==> src/rtl/fsw_pkg.sv <==
// package: constants, register map, command words and pin bundle of the flash host
package fsw_pkg;

  // clock and bus-cycle timing
  localparam int CLK_NS     = 50;                               // sys_clk period
  localparam int T_WP_NS    = 35;                               // least write strobe low time
  localparam int T_ACC_NS   = 90;                               // least read access time
  localparam int SYNC_CYC   = 3;                                // pin synchroniser stages; the agreement filter adds one more cycle of latency
  localparam int WP_CYC     = (T_WP_NS + CLK_NS - 1) / CLK_NS;  // rounded up
  localparam int ACC_CYC    = (T_ACC_NS + CLK_NS - 1) / CLK_NS; // rounded up
  localparam int RD_CYC     = ACC_CYC + SYNC_CYC;               // output strobe low time

  // widths
  localparam int FA_W = 19;                                     // word address width
  localparam int FD_W = 16;                                     // data bus width

  // software register indices
  localparam logic [3:0] REG_CTRL   = 4'h0;                     // op start / current op
  localparam logic [3:0] REG_ADDR   = 4'h1;                     // flash address
  localparam logic [3:0] REG_DATA   = 4'h2;                     // program data
  localparam logic [3:0] REG_STATUS = 4'h3;                     // status flags
  localparam logic [3:0] REG_RDATA  = 4'h4;                     // last word read

  // operation codes written to REG_CTRL
  localparam logic [2:0] OP_NONE    = 3'h0;
  localparam logic [2:0] OP_READ    = 3'h1;
  localparam logic [2:0] OP_PROGRAM = 3'h2;
  localparam logic [2:0] OP_SERASE  = 3'h3;
  localparam logic [2:0] OP_ADDSEC  = 3'h4;
  localparam logic [2:0] OP_CERASE  = 3'h5;
  localparam logic [2:0] OP_POLL    = 3'h6;
  localparam logic [2:0] OP_RESET   = 3'h7;

  // status bit positions
  localparam int ST_BUSY    = 0;
  localparam int ST_DONE    = 1;
  localparam int ST_FAIL    = 2;
  localparam int ST_ERASING = 3;
  localparam int ST_REJECT  = 4;
  localparam int ST_MAYBE   = 5;
  localparam int ST_ACCEPT  = 6;

  // status bits on the flash data bus
  localparam int DQ_WIN  = 3;                                   // erase window
  localparam int DQ_FAIL = 5;                                   // timing limit
  localparam int DQ_TOG  = 6;                                   // alternating bit

  // command cycle addresses and data
  localparam logic [FA_W-1:0] CA_1    = 19'h0_0555;
  localparam logic [FA_W-1:0] CA_2    = 19'h0_02aa;
  localparam logic [FA_W-1:0] CA_0    = 19'h0_0000;
  localparam logic [FD_W-1:0] D_UNL1  = 16'h00aa;
  localparam logic [FD_W-1:0] D_UNL2  = 16'h0055;
  localparam logic [FD_W-1:0] D_PROG  = 16'h00a0;
  localparam logic [FD_W-1:0] D_ERASE = 16'h0080;
  localparam logic [FD_W-1:0] D_SECT  = 16'h0030;
  localparam logic [FD_W-1:0] D_CHIP  = 16'h0010;
  localparam logic [FD_W-1:0] D_RESET = 16'h00f0;

  // pin bundle toward the flash
  typedef struct packed {
    logic            ce_n;    // chip select
    logic            we_n;    // write strobe
    logic            oe_n;    // output strobe
    logic [FA_W-1:0] addr;    // address
    logic [FD_W-1:0] dq_o;    // data out
    logic            dq_oe;   // data out enable
  } fsw_pins_s;

endpackage

==> src/rtl/fsw_host.sv <==
// host controller that runs command sequences and status polls on a parallel flash
`timescale 1ns/1ps
// Function
// RULE1 - device flags failure on timing limit
// RULE2 - failure bit counts only while toggling
// RULE3 - device flags failure programming zero to one
// RULE4 - host writes reset after any failure
// RULE5 - window bit low until erase starts
// RULE6 - no window for whole chip erase
// RULE7 - window high ignores further sector cycles
// RULE8 - window low accepts another sector
// RULE9 - host checks window before and after add
// RULE10 - confirm acceptance by toggling before window
// RULE11 - low supply refuses all writes
// RULE12 - write needs select, write low, output high
// RULE13 - no command taken during power-up
// RULE14 - device powers up reading array
// RULE15 - short glitches start no write
// RULE16 - array changes need full unlock sequence
// RULE17 - inverted data bit while programming
// RULE18 - status bit inverts each busy read
// RULE19 - window lasts fixed time-out
// RULE20 - reset clears failure, aborts algorithm
module fsw_host (
  input  wire logic                     sys_clk,
  input  wire logic                     rst_n,
  input  wire logic [3:0]               reg_addr,
  input  wire logic [31:0]              reg_wdata,
  input  wire logic                     reg_wr,
  input  wire logic                     reg_rd,
  output logic      [31:0]              reg_rdata,
  output fsw_pkg::fsw_pins_s            fl_pins,
  input  wire logic [fsw_pkg::FD_W-1:0] fl_dq_i
);

  ////////////////////////////////////////////////////////////////////////////
  // types and state
  typedef enum logic [2:0] {ST_IDLE, ST_WSET, ST_WLOW, ST_WREC, ST_RLOW, ST_NEXT} fsw_st_e;
  typedef enum logic [2:0] {PH_SEQ, PH_POLL, PH_CONF, PH_DQ3, PH_PRE, PH_POST, PH_RD} fsw_ph_e;

  fsw_st_e                   st_q, st_d;        // bus cycle state
  fsw_ph_e                   ph_q, ph_d;        // operation phase
  logic [2:0]                op_q, op_d;        // running operation
  logic [2:0]                step_q, step_d;    // command cycle index
  logic [2:0]                cnt_q, cnt_d;      // strobe timer
  logic [1:0]                rdn_q, rdn_d;      // reads in this phase, saturating
  logic                      prev6_q, prev6_d;  // alternating bit of previous read
  logic                      seen5_q, seen5_d;  // failure bit seen once
  logic [6:0]                stat_q, stat_d;    // status flags
  logic [fsw_pkg::FA_W-1:0]  addr_q, addr_d;    // software address
  logic [fsw_pkg::FD_W-1:0]  data_q, data_d;    // software data
  logic [fsw_pkg::FD_W-1:0]  rd_q, rd_d;        // last word read
  logic [fsw_pkg::FA_W-1:0]  wa_q, wa_d;        // cycle address
  logic [fsw_pkg::FD_W-1:0]  wd_q, wd_d;        // cycle data
  logic [fsw_pkg::FD_W-1:0]  lastwd_q, lastwd_d;// data of previous write cycle
  logic [31:0]               rdat_q, rdat_d;    // bus read data
  fsw_pkg::fsw_pins_s        pins_q, pins_d;    // registered pins
  logic [fsw_pkg::FD_W-1:0]  dq_sync;           // synchronised data bus
  logic                      tog;               // two reads differ in the alternating bit
  logic [2:0]                seq_len;           // command cycles of op
  logic [fsw_pkg::FA_W-1:0]  seq_a;             // address of current command cycle
  logic [fsw_pkg::FD_W-1:0]  seq_d;             // data of current command cycle

  ////////////////////////////////////////////////////////////////////////////
  // data bus synchroniser
  fsw_pin_sync #(.W(fsw_pkg::FD_W)) u_sync (
    .sys_clk (sys_clk),
    .rst_n   (rst_n),
    .pin_i   (fl_dq_i),
    .sync_o  (dq_sync)
  );

  ////////////////////////////////////////////////////////////////////////////
  // command sequence table: unlock pair, then op words; add-sector and reset are one bare cycle
  always_comb begin
    seq_len = 3'd0;
    seq_a   = fsw_pkg::CA_1;
    seq_d   = fsw_pkg::D_UNL1;
    case (op_q)
      fsw_pkg::OP_PROGRAM: seq_len = 3'd4;                      // RULE16
      fsw_pkg::OP_SERASE,
      fsw_pkg::OP_CERASE:  seq_len = 3'd6;                      // RULE16
      fsw_pkg::OP_ADDSEC,
      fsw_pkg::OP_RESET:   seq_len = 3'd1;
      default:             seq_len = 3'd0;
    endcase
    // unlock cycles alternate 555/AA and 2AA/55
    if (step_q == 3'd1 || step_q == 3'd4) begin
      seq_a = fsw_pkg::CA_2;
      seq_d = fsw_pkg::D_UNL2;
    end else if (step_q == 3'd2) begin
      seq_d = (op_q == fsw_pkg::OP_PROGRAM) ? fsw_pkg::D_PROG : fsw_pkg::D_ERASE;
    end
    // final cycle carries the op word
    if (op_q == fsw_pkg::OP_PROGRAM && step_q == 3'd3) begin
      seq_a = addr_q;
      seq_d = data_q;
    end else if (op_q == fsw_pkg::OP_SERASE && step_q == 3'd5) begin
      seq_a = addr_q;
      seq_d = fsw_pkg::D_SECT;
    end else if (op_q == fsw_pkg::OP_CERASE && step_q == 3'd5) begin
      seq_d = fsw_pkg::D_CHIP;
    end else if (op_q == fsw_pkg::OP_ADDSEC) begin
      seq_a = addr_q;
      seq_d = fsw_pkg::D_SECT;
    end else if (op_q == fsw_pkg::OP_RESET) begin
      seq_a = fsw_pkg::CA_0;
      seq_d = fsw_pkg::D_RESET;
    end
  end

  // toggling means two consecutive reads disagree in the alternating bit
  assign tog = (rdn_q == 2'd2) && (rd_q[fsw_pkg::DQ_TOG] != prev6_q);

  ////////////////////////////////////////////////////////////////////////////
  // next-state logic: software port, op sequencer and bus cycles
  always_comb begin
    st_d = st_q;  ph_d = ph_q;  op_d = op_q;  step_d = step_q;
    cnt_d = cnt_q;  rdn_d = rdn_q;  prev6_d = prev6_q;  seen5_d = seen5_q;
    stat_d = stat_q;  addr_d = addr_q;  data_d = data_q;  rd_d = rd_q;
    wa_d = wa_q;  wd_d = wd_q;  lastwd_d = lastwd_q;
    rdat_d = 32'h0000_0000;
    // register reads, answered next cycle
    if (reg_rd) begin
      case (reg_addr)
        fsw_pkg::REG_CTRL:   rdat_d = {29'h0000_0000, op_q};
        fsw_pkg::REG_ADDR:   rdat_d = {13'h0000, addr_q};
        fsw_pkg::REG_DATA:   rdat_d = {16'h0000, data_q};
        fsw_pkg::REG_STATUS: rdat_d = {25'h000_0000, stat_q};
        fsw_pkg::REG_RDATA:  rdat_d = {16'h0000, rd_q};
        default:             rdat_d = 32'h0000_0000;
      endcase
    end
    case (st_q)
      ST_IDLE: begin
        // writes refused while busy; ADDR and DATA too
        if (reg_wr && reg_addr == fsw_pkg::REG_ADDR) begin
          addr_d = reg_wdata[fsw_pkg::FA_W-1:0];
        end else if (reg_wr && reg_addr == fsw_pkg::REG_DATA) begin
          data_d = reg_wdata[fsw_pkg::FD_W-1:0];
        end else if (reg_wr && reg_addr == fsw_pkg::REG_CTRL && reg_wdata[2:0] != 3'h0) begin
          op_d   = reg_wdata[2:0];
          step_d = 3'd0;
          rdn_d  = 2'd0;
          seen5_d = 1'b0;
          st_d   = ST_NEXT;
          stat_d = 7'h01;                                 // busy, all else clear
          case (reg_wdata[2:0])
            fsw_pkg::OP_READ:   ph_d = PH_RD;
            fsw_pkg::OP_POLL:   ph_d = PH_POLL;
            fsw_pkg::OP_ADDSEC: ph_d = PH_PRE;            // RULE9
            default:            ph_d = PH_SEQ;
          endcase
        end
      end
      ST_WSET: st_d = ST_WLOW;                            // RULE12
      ST_WLOW: begin
        // hold write strobe low for the least pulse time
        if (cnt_q == 3'd0) begin
          st_d = ST_WREC;
        end else begin
          cnt_d = cnt_q - 3'd1;
        end
      end
      ST_WREC: begin
        lastwd_d = wd_q;
        st_d     = ST_NEXT;
      end
      ST_RLOW: begin
        // sample after access time plus the three synchroniser stages
        if (cnt_q == 3'd0) begin
          prev6_d = rd_q[fsw_pkg::DQ_TOG];
          rd_d    = dq_sync;
          rdn_d   = (rdn_q == 2'd2) ? 2'd2 : rdn_q + 2'd1;
          st_d    = ST_NEXT;
        end else begin
          cnt_d = cnt_q - 3'd1;
        end
      end
      ST_NEXT: begin
        st_d  = ST_RLOW;                                  // most branches read again
        cnt_d = 3'(fsw_pkg::RD_CYC - 1);
        case (ph_q)
          PH_SEQ: begin
            if (step_q < seq_len) begin
              // issue whole sequence back to back
              wa_d   = seq_a;                             // RULE16
              wd_d   = seq_d;
              step_d = step_q + 3'd1;
              cnt_d  = 3'(fsw_pkg::WP_CYC - 1);
              st_d   = ST_WSET;
            end else begin
              rdn_d = 2'd0;
              case (op_q)
                fsw_pkg::OP_PROGRAM, fsw_pkg::OP_CERASE: ph_d = PH_POLL;
                fsw_pkg::OP_SERASE: ph_d = PH_CONF;       // RULE10
                fsw_pkg::OP_ADDSEC: ph_d = PH_POST;       // RULE9
                default: begin
                  st_d = ST_IDLE;
                  stat_d[fsw_pkg::ST_BUSY] = 1'b0;
                  stat_d[fsw_pkg::ST_DONE] = 1'b1;
                end
              endcase
            end
          end
          PH_POLL: begin
            if (rdn_q != 2'd2) begin
              // need two reads to compare
            end else if (!tog) begin
              st_d = ST_IDLE;
              stat_d[fsw_pkg::ST_BUSY] = 1'b0;
              stat_d[fsw_pkg::ST_DONE] = 1'b1;
            end else if (rd_q[fsw_pkg::DQ_FAIL]) begin
              // failure bit only believed while toggling
              if (seen5_q) begin                          // RULE2
                stat_d[fsw_pkg::ST_FAIL] = 1'b1;
                op_d   = fsw_pkg::OP_RESET;               // RULE4
                ph_d   = PH_SEQ;
                step_d = 3'd0;
                st_d   = ST_NEXT;
              end else begin
                seen5_d = 1'b1;
              end
            end
          end
          PH_CONF: begin
            if (rdn_q != 2'd2) begin
              // second read pending
            end else if (tog) begin
              stat_d[fsw_pkg::ST_ACCEPT] = 1'b1;
              ph_d  = PH_DQ3;                             // RULE10
              rdn_d = 2'd0;
            end else begin
              st_d = ST_IDLE;
              stat_d[fsw_pkg::ST_BUSY] = 1'b0;
              stat_d[fsw_pkg::ST_DONE] = 1'b1;
            end
          end
          PH_PRE: begin
            if (rdn_q == 2'd0) begin
              // window not yet read for this add: read it first
            end else if (rd_q[fsw_pkg::DQ_WIN]) begin
              // window closed: skip the add cycle
              st_d = ST_IDLE;                             // RULE9
              stat_d[fsw_pkg::ST_REJECT] = 1'b1;
              stat_d[fsw_pkg::ST_BUSY]   = 1'b0;
              stat_d[fsw_pkg::ST_DONE]   = 1'b1;
            end else begin
              ph_d = PH_SEQ;
              st_d = ST_NEXT;
            end
          end
          default: begin
            // DQ3, POST, RD: one read then finish
            if (rdn_q != 2'd0) begin
              st_d = ST_IDLE;
              stat_d[fsw_pkg::ST_BUSY] = 1'b0;
              stat_d[fsw_pkg::ST_DONE] = 1'b1;
              if (ph_q == PH_DQ3) begin
                stat_d[fsw_pkg::ST_ERASING] = rd_q[fsw_pkg::DQ_WIN];
              end
              if (ph_q == PH_POST) begin
                stat_d[fsw_pkg::ST_MAYBE] = rd_q[fsw_pkg::DQ_WIN];  // RULE9
              end
            end
          end
        endcase
        // first read of a phase entered from PH_SEQ or PH_CONF
        if (st_d == ST_RLOW && ph_d != ph_q) begin
          rdn_d = 2'd0;
        end
      end
      default: st_d = ST_IDLE;
    endcase
  end

  ////////////////////////////////////////////////////////////////////////////
  // pin values follow next state; write strobe only with select low and output high
  always_comb begin
    pins_d       = pins_q;
    pins_d.ce_n  = 1'b1;
    pins_d.we_n  = 1'b1;
    pins_d.oe_n  = 1'b1;
    pins_d.dq_oe = 1'b0;
    case (st_d)
      ST_WSET, ST_WREC: begin
        pins_d.ce_n  = 1'b0;
        pins_d.addr  = wa_d;
        pins_d.dq_o  = wd_d;
        pins_d.dq_oe = 1'b1;
      end
      ST_WLOW: begin
        pins_d.ce_n  = 1'b0;                              // RULE12
        pins_d.we_n  = 1'b0;
        pins_d.dq_oe = 1'b1;
      end
      ST_RLOW: begin
        pins_d.ce_n = 1'b0;
        pins_d.oe_n = 1'b0;
        pins_d.addr = addr_q;
      end
      default: pins_d.dq_oe = 1'b0;
    endcase
  end

  ////////////////////////////////////////////////////////////////////////////
  // register everything
  always_ff @(posedge sys_clk or negedge rst_n) begin
    if (!rst_n) begin
      st_q <= ST_IDLE;  ph_q <= PH_SEQ;  op_q <= 3'h0;  step_q <= 3'h0;
      cnt_q <= 3'h0;  rdn_q <= 2'h0;  prev6_q <= 1'b0;  seen5_q <= 1'b0;
      stat_q <= 7'h00;  addr_q <= 19'h0_0000;  data_q <= 16'h0000;
      rd_q <= 16'h0000;  wa_q <= 19'h0_0000;  wd_q <= 16'h0000;
      lastwd_q <= 16'h0000;  rdat_q <= 32'h0000_0000;
      pins_q <= '{ce_n: 1'b1, we_n: 1'b1, oe_n: 1'b1, addr: 19'h0_0000,
                  dq_o: 16'h0000, dq_oe: 1'b0};
    end else begin
      st_q <= st_d;  ph_q <= ph_d;  op_q <= op_d;  step_q <= step_d;
      cnt_q <= cnt_d;  rdn_q <= rdn_d;  prev6_q <= prev6_d;  seen5_q <= seen5_d;
      stat_q <= stat_d;  addr_q <= addr_d;  data_q <= data_d;
      rd_q <= rd_d;  wa_q <= wa_d;  wd_q <= wd_d;
      lastwd_q <= lastwd_d;  rdat_q <= rdat_d;
      pins_q <= pins_d;
    end
  end

  assign reg_rdata = rdat_q;
  assign fl_pins   = pins_q;
endmodule // fsw_host

==> src/rtl/fsw_pin_sync.sv <==
// three-stage pin synchroniser with agreement filter, one per data bit
`timescale 1ns/1ps
module fsw_pin_sync #(
  parameter int W = 16
) (
  input  wire logic         sys_clk,
  input  wire logic         rst_n,
  input  wire logic [W-1:0] pin_i,
  output logic      [W-1:0] sync_o
);

  ////////////////////////////////////////////////////////////////////////////
  genvar g;
  generate
    for (g = 0; g < W; g++) begin : g_bit
      logic s1_q, s2_q, s3_q, out_q;   // stages and filtered output
      logic out_d;                      // next filtered value
      // take the third stage only once second and third agree
      always_comb begin
        out_d = (s2_q == s3_q) ? s3_q : out_q;
      end
      // register the stages
      always_ff @(posedge sys_clk or negedge rst_n) begin
        if (!rst_n) begin
          s1_q  <= 1'b0;
          s2_q  <= 1'b0;
          s3_q  <= 1'b0;
          out_q <= 1'b0;
        end else begin
          s1_q  <= pin_i[g];
          s2_q  <= s1_q;
          s3_q  <= s2_q;
          out_q <= out_d;
        end
      end
      assign sync_o[g] = out_q;
    end
  endgenerate

endmodule // fsw_pin_sync

==> config.mk <==
export PLATFORM = sky130hd
export DESIGN_NAME = fsw_host
export DESIGN_NICKNAME = d
export VERILOG_FILES = /design/src/rtl/fsw_pkg.sv /design/src/rtl/fsw_host.sv /design/src/rtl/fsw_pin_sync.sv
export SDC_FILE = /design/constraint.sdc
export NUM_CORES = 1
export LEC_CHECK = 0
export ABC_AREA = 1
export BUFFER_PORTS_ARGS = -buffer_cell sky130_fd_sc_hd__buf_2
export CAP_MARGIN = 20
export CORE_UTILIZATION = 45
export DETAILED_ROUTE_END_ITERATION = 8
export PLACE_DENSITY = 0.66
export SETUP_SLACK_MARGIN = 0.2
export SYNTH_ARGS = -nofsm -noshare
export SYNTH_HDL_FRONTEND = slang
export SYNTH_SLANG_ARGS = --single-unit
==> constraint.sdc <==
create_clock -name sys_clk -period 2.7 [get_ports sys_clk]
set_clock_uncertainty 0.15 [all_clocks]
set_input_delay 0.405 -clock sys_clk [delete_from_list [all_inputs] [get_ports sys_clk]]
set_output_delay 0.405 -clock sys_clk [all_outputs]
set_load 0.05 [all_outputs]
; ---- Word level (Yosys, flattened, before mapping)
; Index checks and enable logic that the tools add are counted.
[totals]
wordCells = 360
mem_bits_rw = 0
regBits = 247
latchBits = 0
mem_count = 0
rom_bits = 0
output_inout_bits = 71
inputBits = 56
[classes]
magnitude_cmp = 1
div_mod_pow = 0
n_reduce_logical = 44
bitwise_logic = 1
n_addsub = 3
n_mux = 135
eq_ne = 86
multipliers = 0
shifts = 0
[ops]
columns = cell, count
row1 = 2-to-1 mux 19 bit, 9
row2 = 2-to-1 mux 3 bit, 48
row3 = 2-to-1 mux 16 bit, 8
row4 = case mux 19 bit (5 select lines), 1
row5 = "equality test 3 bit, second input constant", 13
row6 = case mux 19 bit (2 select lines), 1
row7 = 2-to-1 mux 2 bit, 16
row8 = "!= test 2 bit, second input constant", 16
row9 = "equality test 3 x 2 -> 1 bit, second input constant", 10
row10 = "!= test 3 bit, second input constant", 10
row11 = case mux 3 bit (2 select lines), 5
row12 = 2-to-1 mux 1 bit, 29
row13 = AND reduction 7 bit, 4
row14 = case mux 3 bit (3 select lines), 3
row15 = case mux 3 bit (4 select lines), 2
row16 = 2-to-1 mux 7 bit, 3
row17 = case mux 3 bit (6 select lines), 1
row18 = AND reduction 9 bit, 2
row19 = equality test 1 bit, 16
row20 = "equality test 3 x 1 -> 1 bit, second input constant", 5
row21 = case mux 7 bit (2 select lines), 1
row22 = 2-to-1 mux 6 bit, 2
row23 = "!= test 4 bit, second input constant", 3
row24 = OR reduction 4 bit, 3
row25 = other kinds (36), 59

; ---- Depth between registers and ports, before layout
[logic_depth]
depth_word = 12
ltp_mapped = 17
depth_no_buf = 16

; ---- Modules after synthesis
; Synthesis repeated with hierarchy kept, for this count alone.
[unflattened]
hier_cells = 1095
hier_area_um2 = 10010.9
[modules_own_cells]
columns = mod, n_inst, area_per_inst_um2, cells_each, seq_area_each_um2
row1 = fsw_host, 1, 8029.0, 951, 4257.8
row2 = fsw_pin_sync, 1, 1981.9, 144, 1601.5

; ---- Least setup slack after synthesis
; OpenSTA, ideal clock, no wires.
[synth_path]
kind = register to register
from = register op_q[1]
to = register pins_q (netlist bit fl_pins[17])
t_arrival_ns = 2.161
n_path_buf = 1
required_time_ns = 2.423
setup_slack_ns = 0.262
stages_incl_launch_ff = 15
setup_time_ns = 0.127
period_less_slack_ns = 2.438
path_cell_list = dfrtp_1 inv_1 nand2_1 nor2_1 a21oi_1 ha_1 a21oi_1 nand2_2 nand3_1 nand3_1 nand2_2 nand3_4 buf_2 nand3_1 nand3_1
[synth_via]
elab_chain_cells = 11
elab_cells_between_ends = 32
cone_classes = 1 x order compare / 8 x eq/ne / 15 x mux / 8 x reduce/logical
[synth_rtl]
columns = item, line_no
row1 = from (decl), fsw_host.sv:43  ; logic [2:0] op_q, op_d;
row2 = from (signal assigned), fsw_host.sv:318  ; st_q <= st_d; ph_q <= ph_d; op_q <= op_d; step_q <= step_d;
row3 = "equality test 3 bit, or another cell as far along", "fsw_host.sv:79, fsw_host.sv:103, fsw_host.sv:194"
row4 = OR reduction 2 bit, fsw_host.sv:79  ; case (op_q)
row5 = case mux 3 bit (3 select lines), fsw_host.sv:79
row6 = < comparator 3 bit, fsw_host.sv:185  ; if (step_q < seq_len) begin
row7 = 2-to-1 mux 3 bit, fsw_host.sv:185
row8 = case mux 3 bit (4 select lines), fsw_host.sv:183  ; case (ph_q)
row9 = 2-to-1 mux 3 bit, fsw_host.sv:134  ; case (st_q)
row10 = case mux 3 bit (6 select lines), fsw_host.sv:134
row11 = equality test 3 x 1 -> 1 bit / equality test 3 x 2 -> 1 bit (equally long branches), fsw_host.sv:285  ; case (st_d)
row12 = OR reduction 2 bit, n/a
row13 = case mux 19 bit (2 select lines) / nonzero test 2 bit (equally long branches), n/a
row14 = to (signal assigned), fsw_host.sv:315  ; pins_q <= '{ce_n: 1'b1, we_n: 1'b1, oe_n: 1'b1, addr: 19'h0_0000,
row15 = to (signal assigned), fsw_host.sv:323  ; pins_q <= pins_d;
row16 = to (decl), fsw_host.sv:57  ; fsw_pkg::fsw_pins_s pins_q, pins_d;
; Parallel ways exist; a longest one is shown, timed or not. The select of a mux whose other input is x is not followed.
; A chain may end at the register's enable or synchronous reset.

; ---- Worst setup path after layout
[layout_path]
from = register op_q[1]
to = register pins_q (netlist bit fl_pins[31])
[layout_via]
elab_chain_cells = 11
elab_cells_between_ends = 31
cone_classes = 1 x order compare / 8 x eq/ne / 14 x mux / 8 x reduce/logical
[layout_rtl]
columns = item, line_no
row1 = "equality test 3 bit, or another cell as far along", "fsw_host.sv:79, fsw_host.sv:103, fsw_host.sv:194"
row2 = OR reduction 2 bit, fsw_host.sv:79
row3 = case mux 3 bit (3 select lines), fsw_host.sv:79
row4 = < comparator 3 bit, fsw_host.sv:185
row5 = 2-to-1 mux 3 bit, fsw_host.sv:185
row6 = case mux 3 bit (4 select lines), fsw_host.sv:183
row7 = 2-to-1 mux 3 bit, fsw_host.sv:134
row8 = case mux 3 bit (6 select lines), fsw_host.sv:134
row9 = equality test 3 x 1 -> 1 bit / equality test 3 x 2 -> 1 bit (equally long branches), fsw_host.sv:285
row10 = OR reduction 2 bit, n/a
row11 = case mux 19 bit (2 select lines) / nonzero test 2 bit (equally long branches), n/a
; Parallel ways exist; a longest one is shown, timed or not. The select of a mux whose other input is x is not followed.

==> metrics.txt <==
status complete, no violations; Routed Antenna Nets 0; max-slew violations 0; CP peak stage delay 0.39 ns; HPWL Detailed 15.52 mm; initial detailed-routing violation count 501; WL final 24.07 mm; final hold violations 0; vias in the first global route 7116; total negative slack 0 ns; max_cap viols 0; fillers 1795; Die H 149.9 µm; Finish-stage setup viols 0; cell accounting for the most synthesized area dfrtp_1; Final min period 2.465 ns; FFs w/ async S/R, synth 100.0%; worst vdd ir 0.6101 mV; Critical Path, Cell by Cell inv_2, nand2_4, nor2_4, buf_6, nor2_4, ha_4, nand2_1, inv_2, nand2_4, nand3_2, nand2_2, nand2_4, nand2_8, nor2_4, buf_4, nand3_1, nand3_2; DRC Markers 0; actual slew at the worst max-slew pin 0.7919 ns; Clock Power Share 29.7%; Place WS 0.06431 ns; Root Buffer clkbuf_16; Max Clock Freq 405.6 MHz; Psw 4.727 mW; top cells by area, synth dfrtp_1 59%, nand2_1 6.9%, nand3_1 4.9%; register share of total power 37.9%; Logic pwr share 32.4%; Die Width 149.9 µm; DR vias 7598; share of cells above drive strength 1 24.61%; clock tree buffer depth 3; Max stage delay cell, worst path dfrtp_1; initial core utilization 46.38%; H-tree depth 1; Pint 8.241 mW; TritonCTS buffer count 26; WHS 0.01727 ns; Non-Filler Instances 1486; area share of the largest cell type after synthesis 58.73%; Main synth FF type dfrtp_1; register area share after synthesis 59.53%; net count reported at finish 1259; Post-synth EDFFs 0; unrepaired setup endpoints after global routing yes; Worst EP required 3.01 ns; Ys Warns 0; initial antenna violation count 0; clk_lat worst skew 0.52 ns; Critical Path End Type flop; global-route wire length before repair 37.05 mm; DR vias/cell 5.113; Inst Count DP 1390; CTS tree built; synthesized cell area 0.009842 mm²; Tightest Hold Check Type in2reg; switching share of power 36.45%; Pwr Density 1028 mW/mm²; critical path startpoint category flop; #FFs+latches synth 234; gr ovfl total 0; GRT Resource Usage Total 21.16%; static leakage 6.434 nW; Final WS setup 0.2346 ns; WP data arrival 2.77 ns; mean post-synth cell area 9.621 µm²; Synth cell types 42; ant diodes 0; Core ar. 0.02122 mm²; max_slew headroom 46.92%; CP max FO 10; largest net degree at the start of global routing 84; I/O Buffers 100; GP Congestion 0.8674; TritonRoute pass-1 iters 7; # rows 53; fin crit share 91.31%; die area 0.02247 mm²; area grow syn2layout 28.17%; Top-Level Pins 127; Sink Count 234; clock slew at reported path FFs 0.06 ns; kind of critical path reg2reg; average wire per standard cell 16.20 µm; Mapped Cells 1023
-- registers in the layout, summed over array words and instances, names as in the netlist --
name and flops:
u_sync.g_bit.s3_q 16, reg_rdata 19, prev6_q 1, cnt_q 3, u_sync.g_bit.s2_q 16, data_q 16
op_q 3, addr_q 19, step_q 3, wa_q 19, rd_q 16, ph_q 3
u_sync.g_bit.out_q 16, seen5_q 1, fl_pins 39, u_sync.g_bit.s1_q 16, rdn_q 2, st_q 3
wd_q 16, stat_q 7
-- routing by layer --
| layer | GRT usage (%) | part of all wire [%] |
|---|---|---|
| met1 | 30.88 | 46 |
| met2 | 31.94 | 45 |
| met3 | 3.750 | 6.4 |
| met4 | 6.818 | 2.6 |
| met5 | 0 | 0 |
-- critical path, delay by kind of cell (launching register included) --
family,cells,cell delay (ns)
AND/OR/NAND/NOR,12,1.09
buffers and inverters,4,0.51
flip-flops,1,0.39
adder cells (fa/ha/maj),1,0.26
-- power groups by stage --
stage                     Sequential [mW]  Combinational, mW  Clock (mW)
after floorplan                      5.37               1.79           0
final                                4.91               4.20        3.85
after global routing                 4.99               4.55        4.08
after CTS                            4.87               3.72        3.93
after global placement               4.91               3.27           0
after detailed placement             4.92               3.33           0
-- cells in the final DEF (no fill, tap or decap), types with 16 or more instances in the layout --
cell             n
nand3_1         70
nand2_1        175
nor2_1          48
nand3_2         22
o21ai_0         73
nand4_1         21
dlygate4sd3_1   24
o21ai_1         23
a21oi_1         46
inv_1          124
dfrtp_1        231
maj3_1          16
clkbuf_16       28
buf_2           99
buf_4           39
-- repair_timing --
| item | CTS | global route |
|---|---|---|
| gates resized for setup | 17 | 65 |
| buffers inserted | 5 | 12 |
| endpoints found under the setup margin | 42 | 55 |
| pin swaps | 7 | 18 |
| hold buffers | 24 | 0 |
| endpoints found under the hold margin | 99 | 0 |
| cloned | 5 | 2 |
-- worst paths after layout --
check,startpoint,to,slack [ns],cells past startpoint
worst min-delay path,reg_wdata[10],addr_q[10],0.02,3
min in group asynchronous,rst_n,fl_pins[1],0.33,2
worst max-delay path,op_q[1],fl_pins[31],0.23,17
worst max register to register,op_q[1],fl_pins[31],0.23,17
max in group asynchronous,rst_n,u_sync.g_bit[12].s1_q,1.37,3
worst min register to register,u_sync.g_bit[3].s1_q,u_sync.g_bit[3].s2_q,0.19,0
-- per-stage QoR --
step	utilization (%)	area, µm²	power (mW)
final	59.45	12610	12.97
after global placement	50.77	10770	8.172
after CTS	57.42	12190	12.52
after floorplan	-	9887	7.160
after global routing	59.45	12610	13.62
after detailed placement	50.77	10770	8.252
-- logic make-up (layout without fill, tap and decap cells) --
| logic type | count (synthesis) | count (layout) | synth area share [%] |
|---|---|---|---|
| AOI/OAI and AO/OA | 180 | 180 | 9.942 |
| xor gates and xnor gates | 1 | 1 | 0.08901 |
| adders and majority gates | 28 | 28 | 3.153 |
| buffers and inverters | 187 | 362 | 8.263 |
| DFF | 234 | 234 | 59.53 |
| muxes | 13 | 13 | 1.487 |
| other | 1 | 13 | 0.03810 |
| and+or+nand+nor | 379 | 380 | 17.49 |
-- cells in the mapped netlist (3+ instances only) --
| cell type | instances |
|---|---|
| buf_4 | 18 |
| nor2_2 | 4 |
| nand3_1 | 96 |
| dfrtp_1 | 231 |
| a31oi_1 | 6 |
| clkbuf_1 | 13 |
| dfstp_2 | 3 |
| nand4_1 | 21 |
| inv_2 | 4 |
| ha_1 | 12 |
| mux2_2 | 13 |
| a221oi_1 | 4 |
| a21oi_1 | 49 |
| o31ai_1 | 3 |
| inv_1 | 128 |
| nor2_1 | 51 |
| o21ai_0 | 81 |
| buf_2 | 21 |
| nand2_2 | 7 |
| o21ai_1 | 16 |
| nand2_1 | 182 |
| or2_2 | 7 |
| a22oi_1 | 3 |
| maj3_1 | 16 |
| o22ai_1 | 8 |
-- final cells by class --
class                      count  area [µm²]  share of cell area [%]
multi-input combinational    615        3528                   27.97
tap                          275       344.1                   2.728
sequential                   234        5859                   46.45
clock inverter                16       251.5                   1.994
clock buffer                  32       703.2                   5.574
timing repair buffer         181        1426                   11.31
inverter                     133       501.7                   3.977
(Power assumes the default switching activity.)
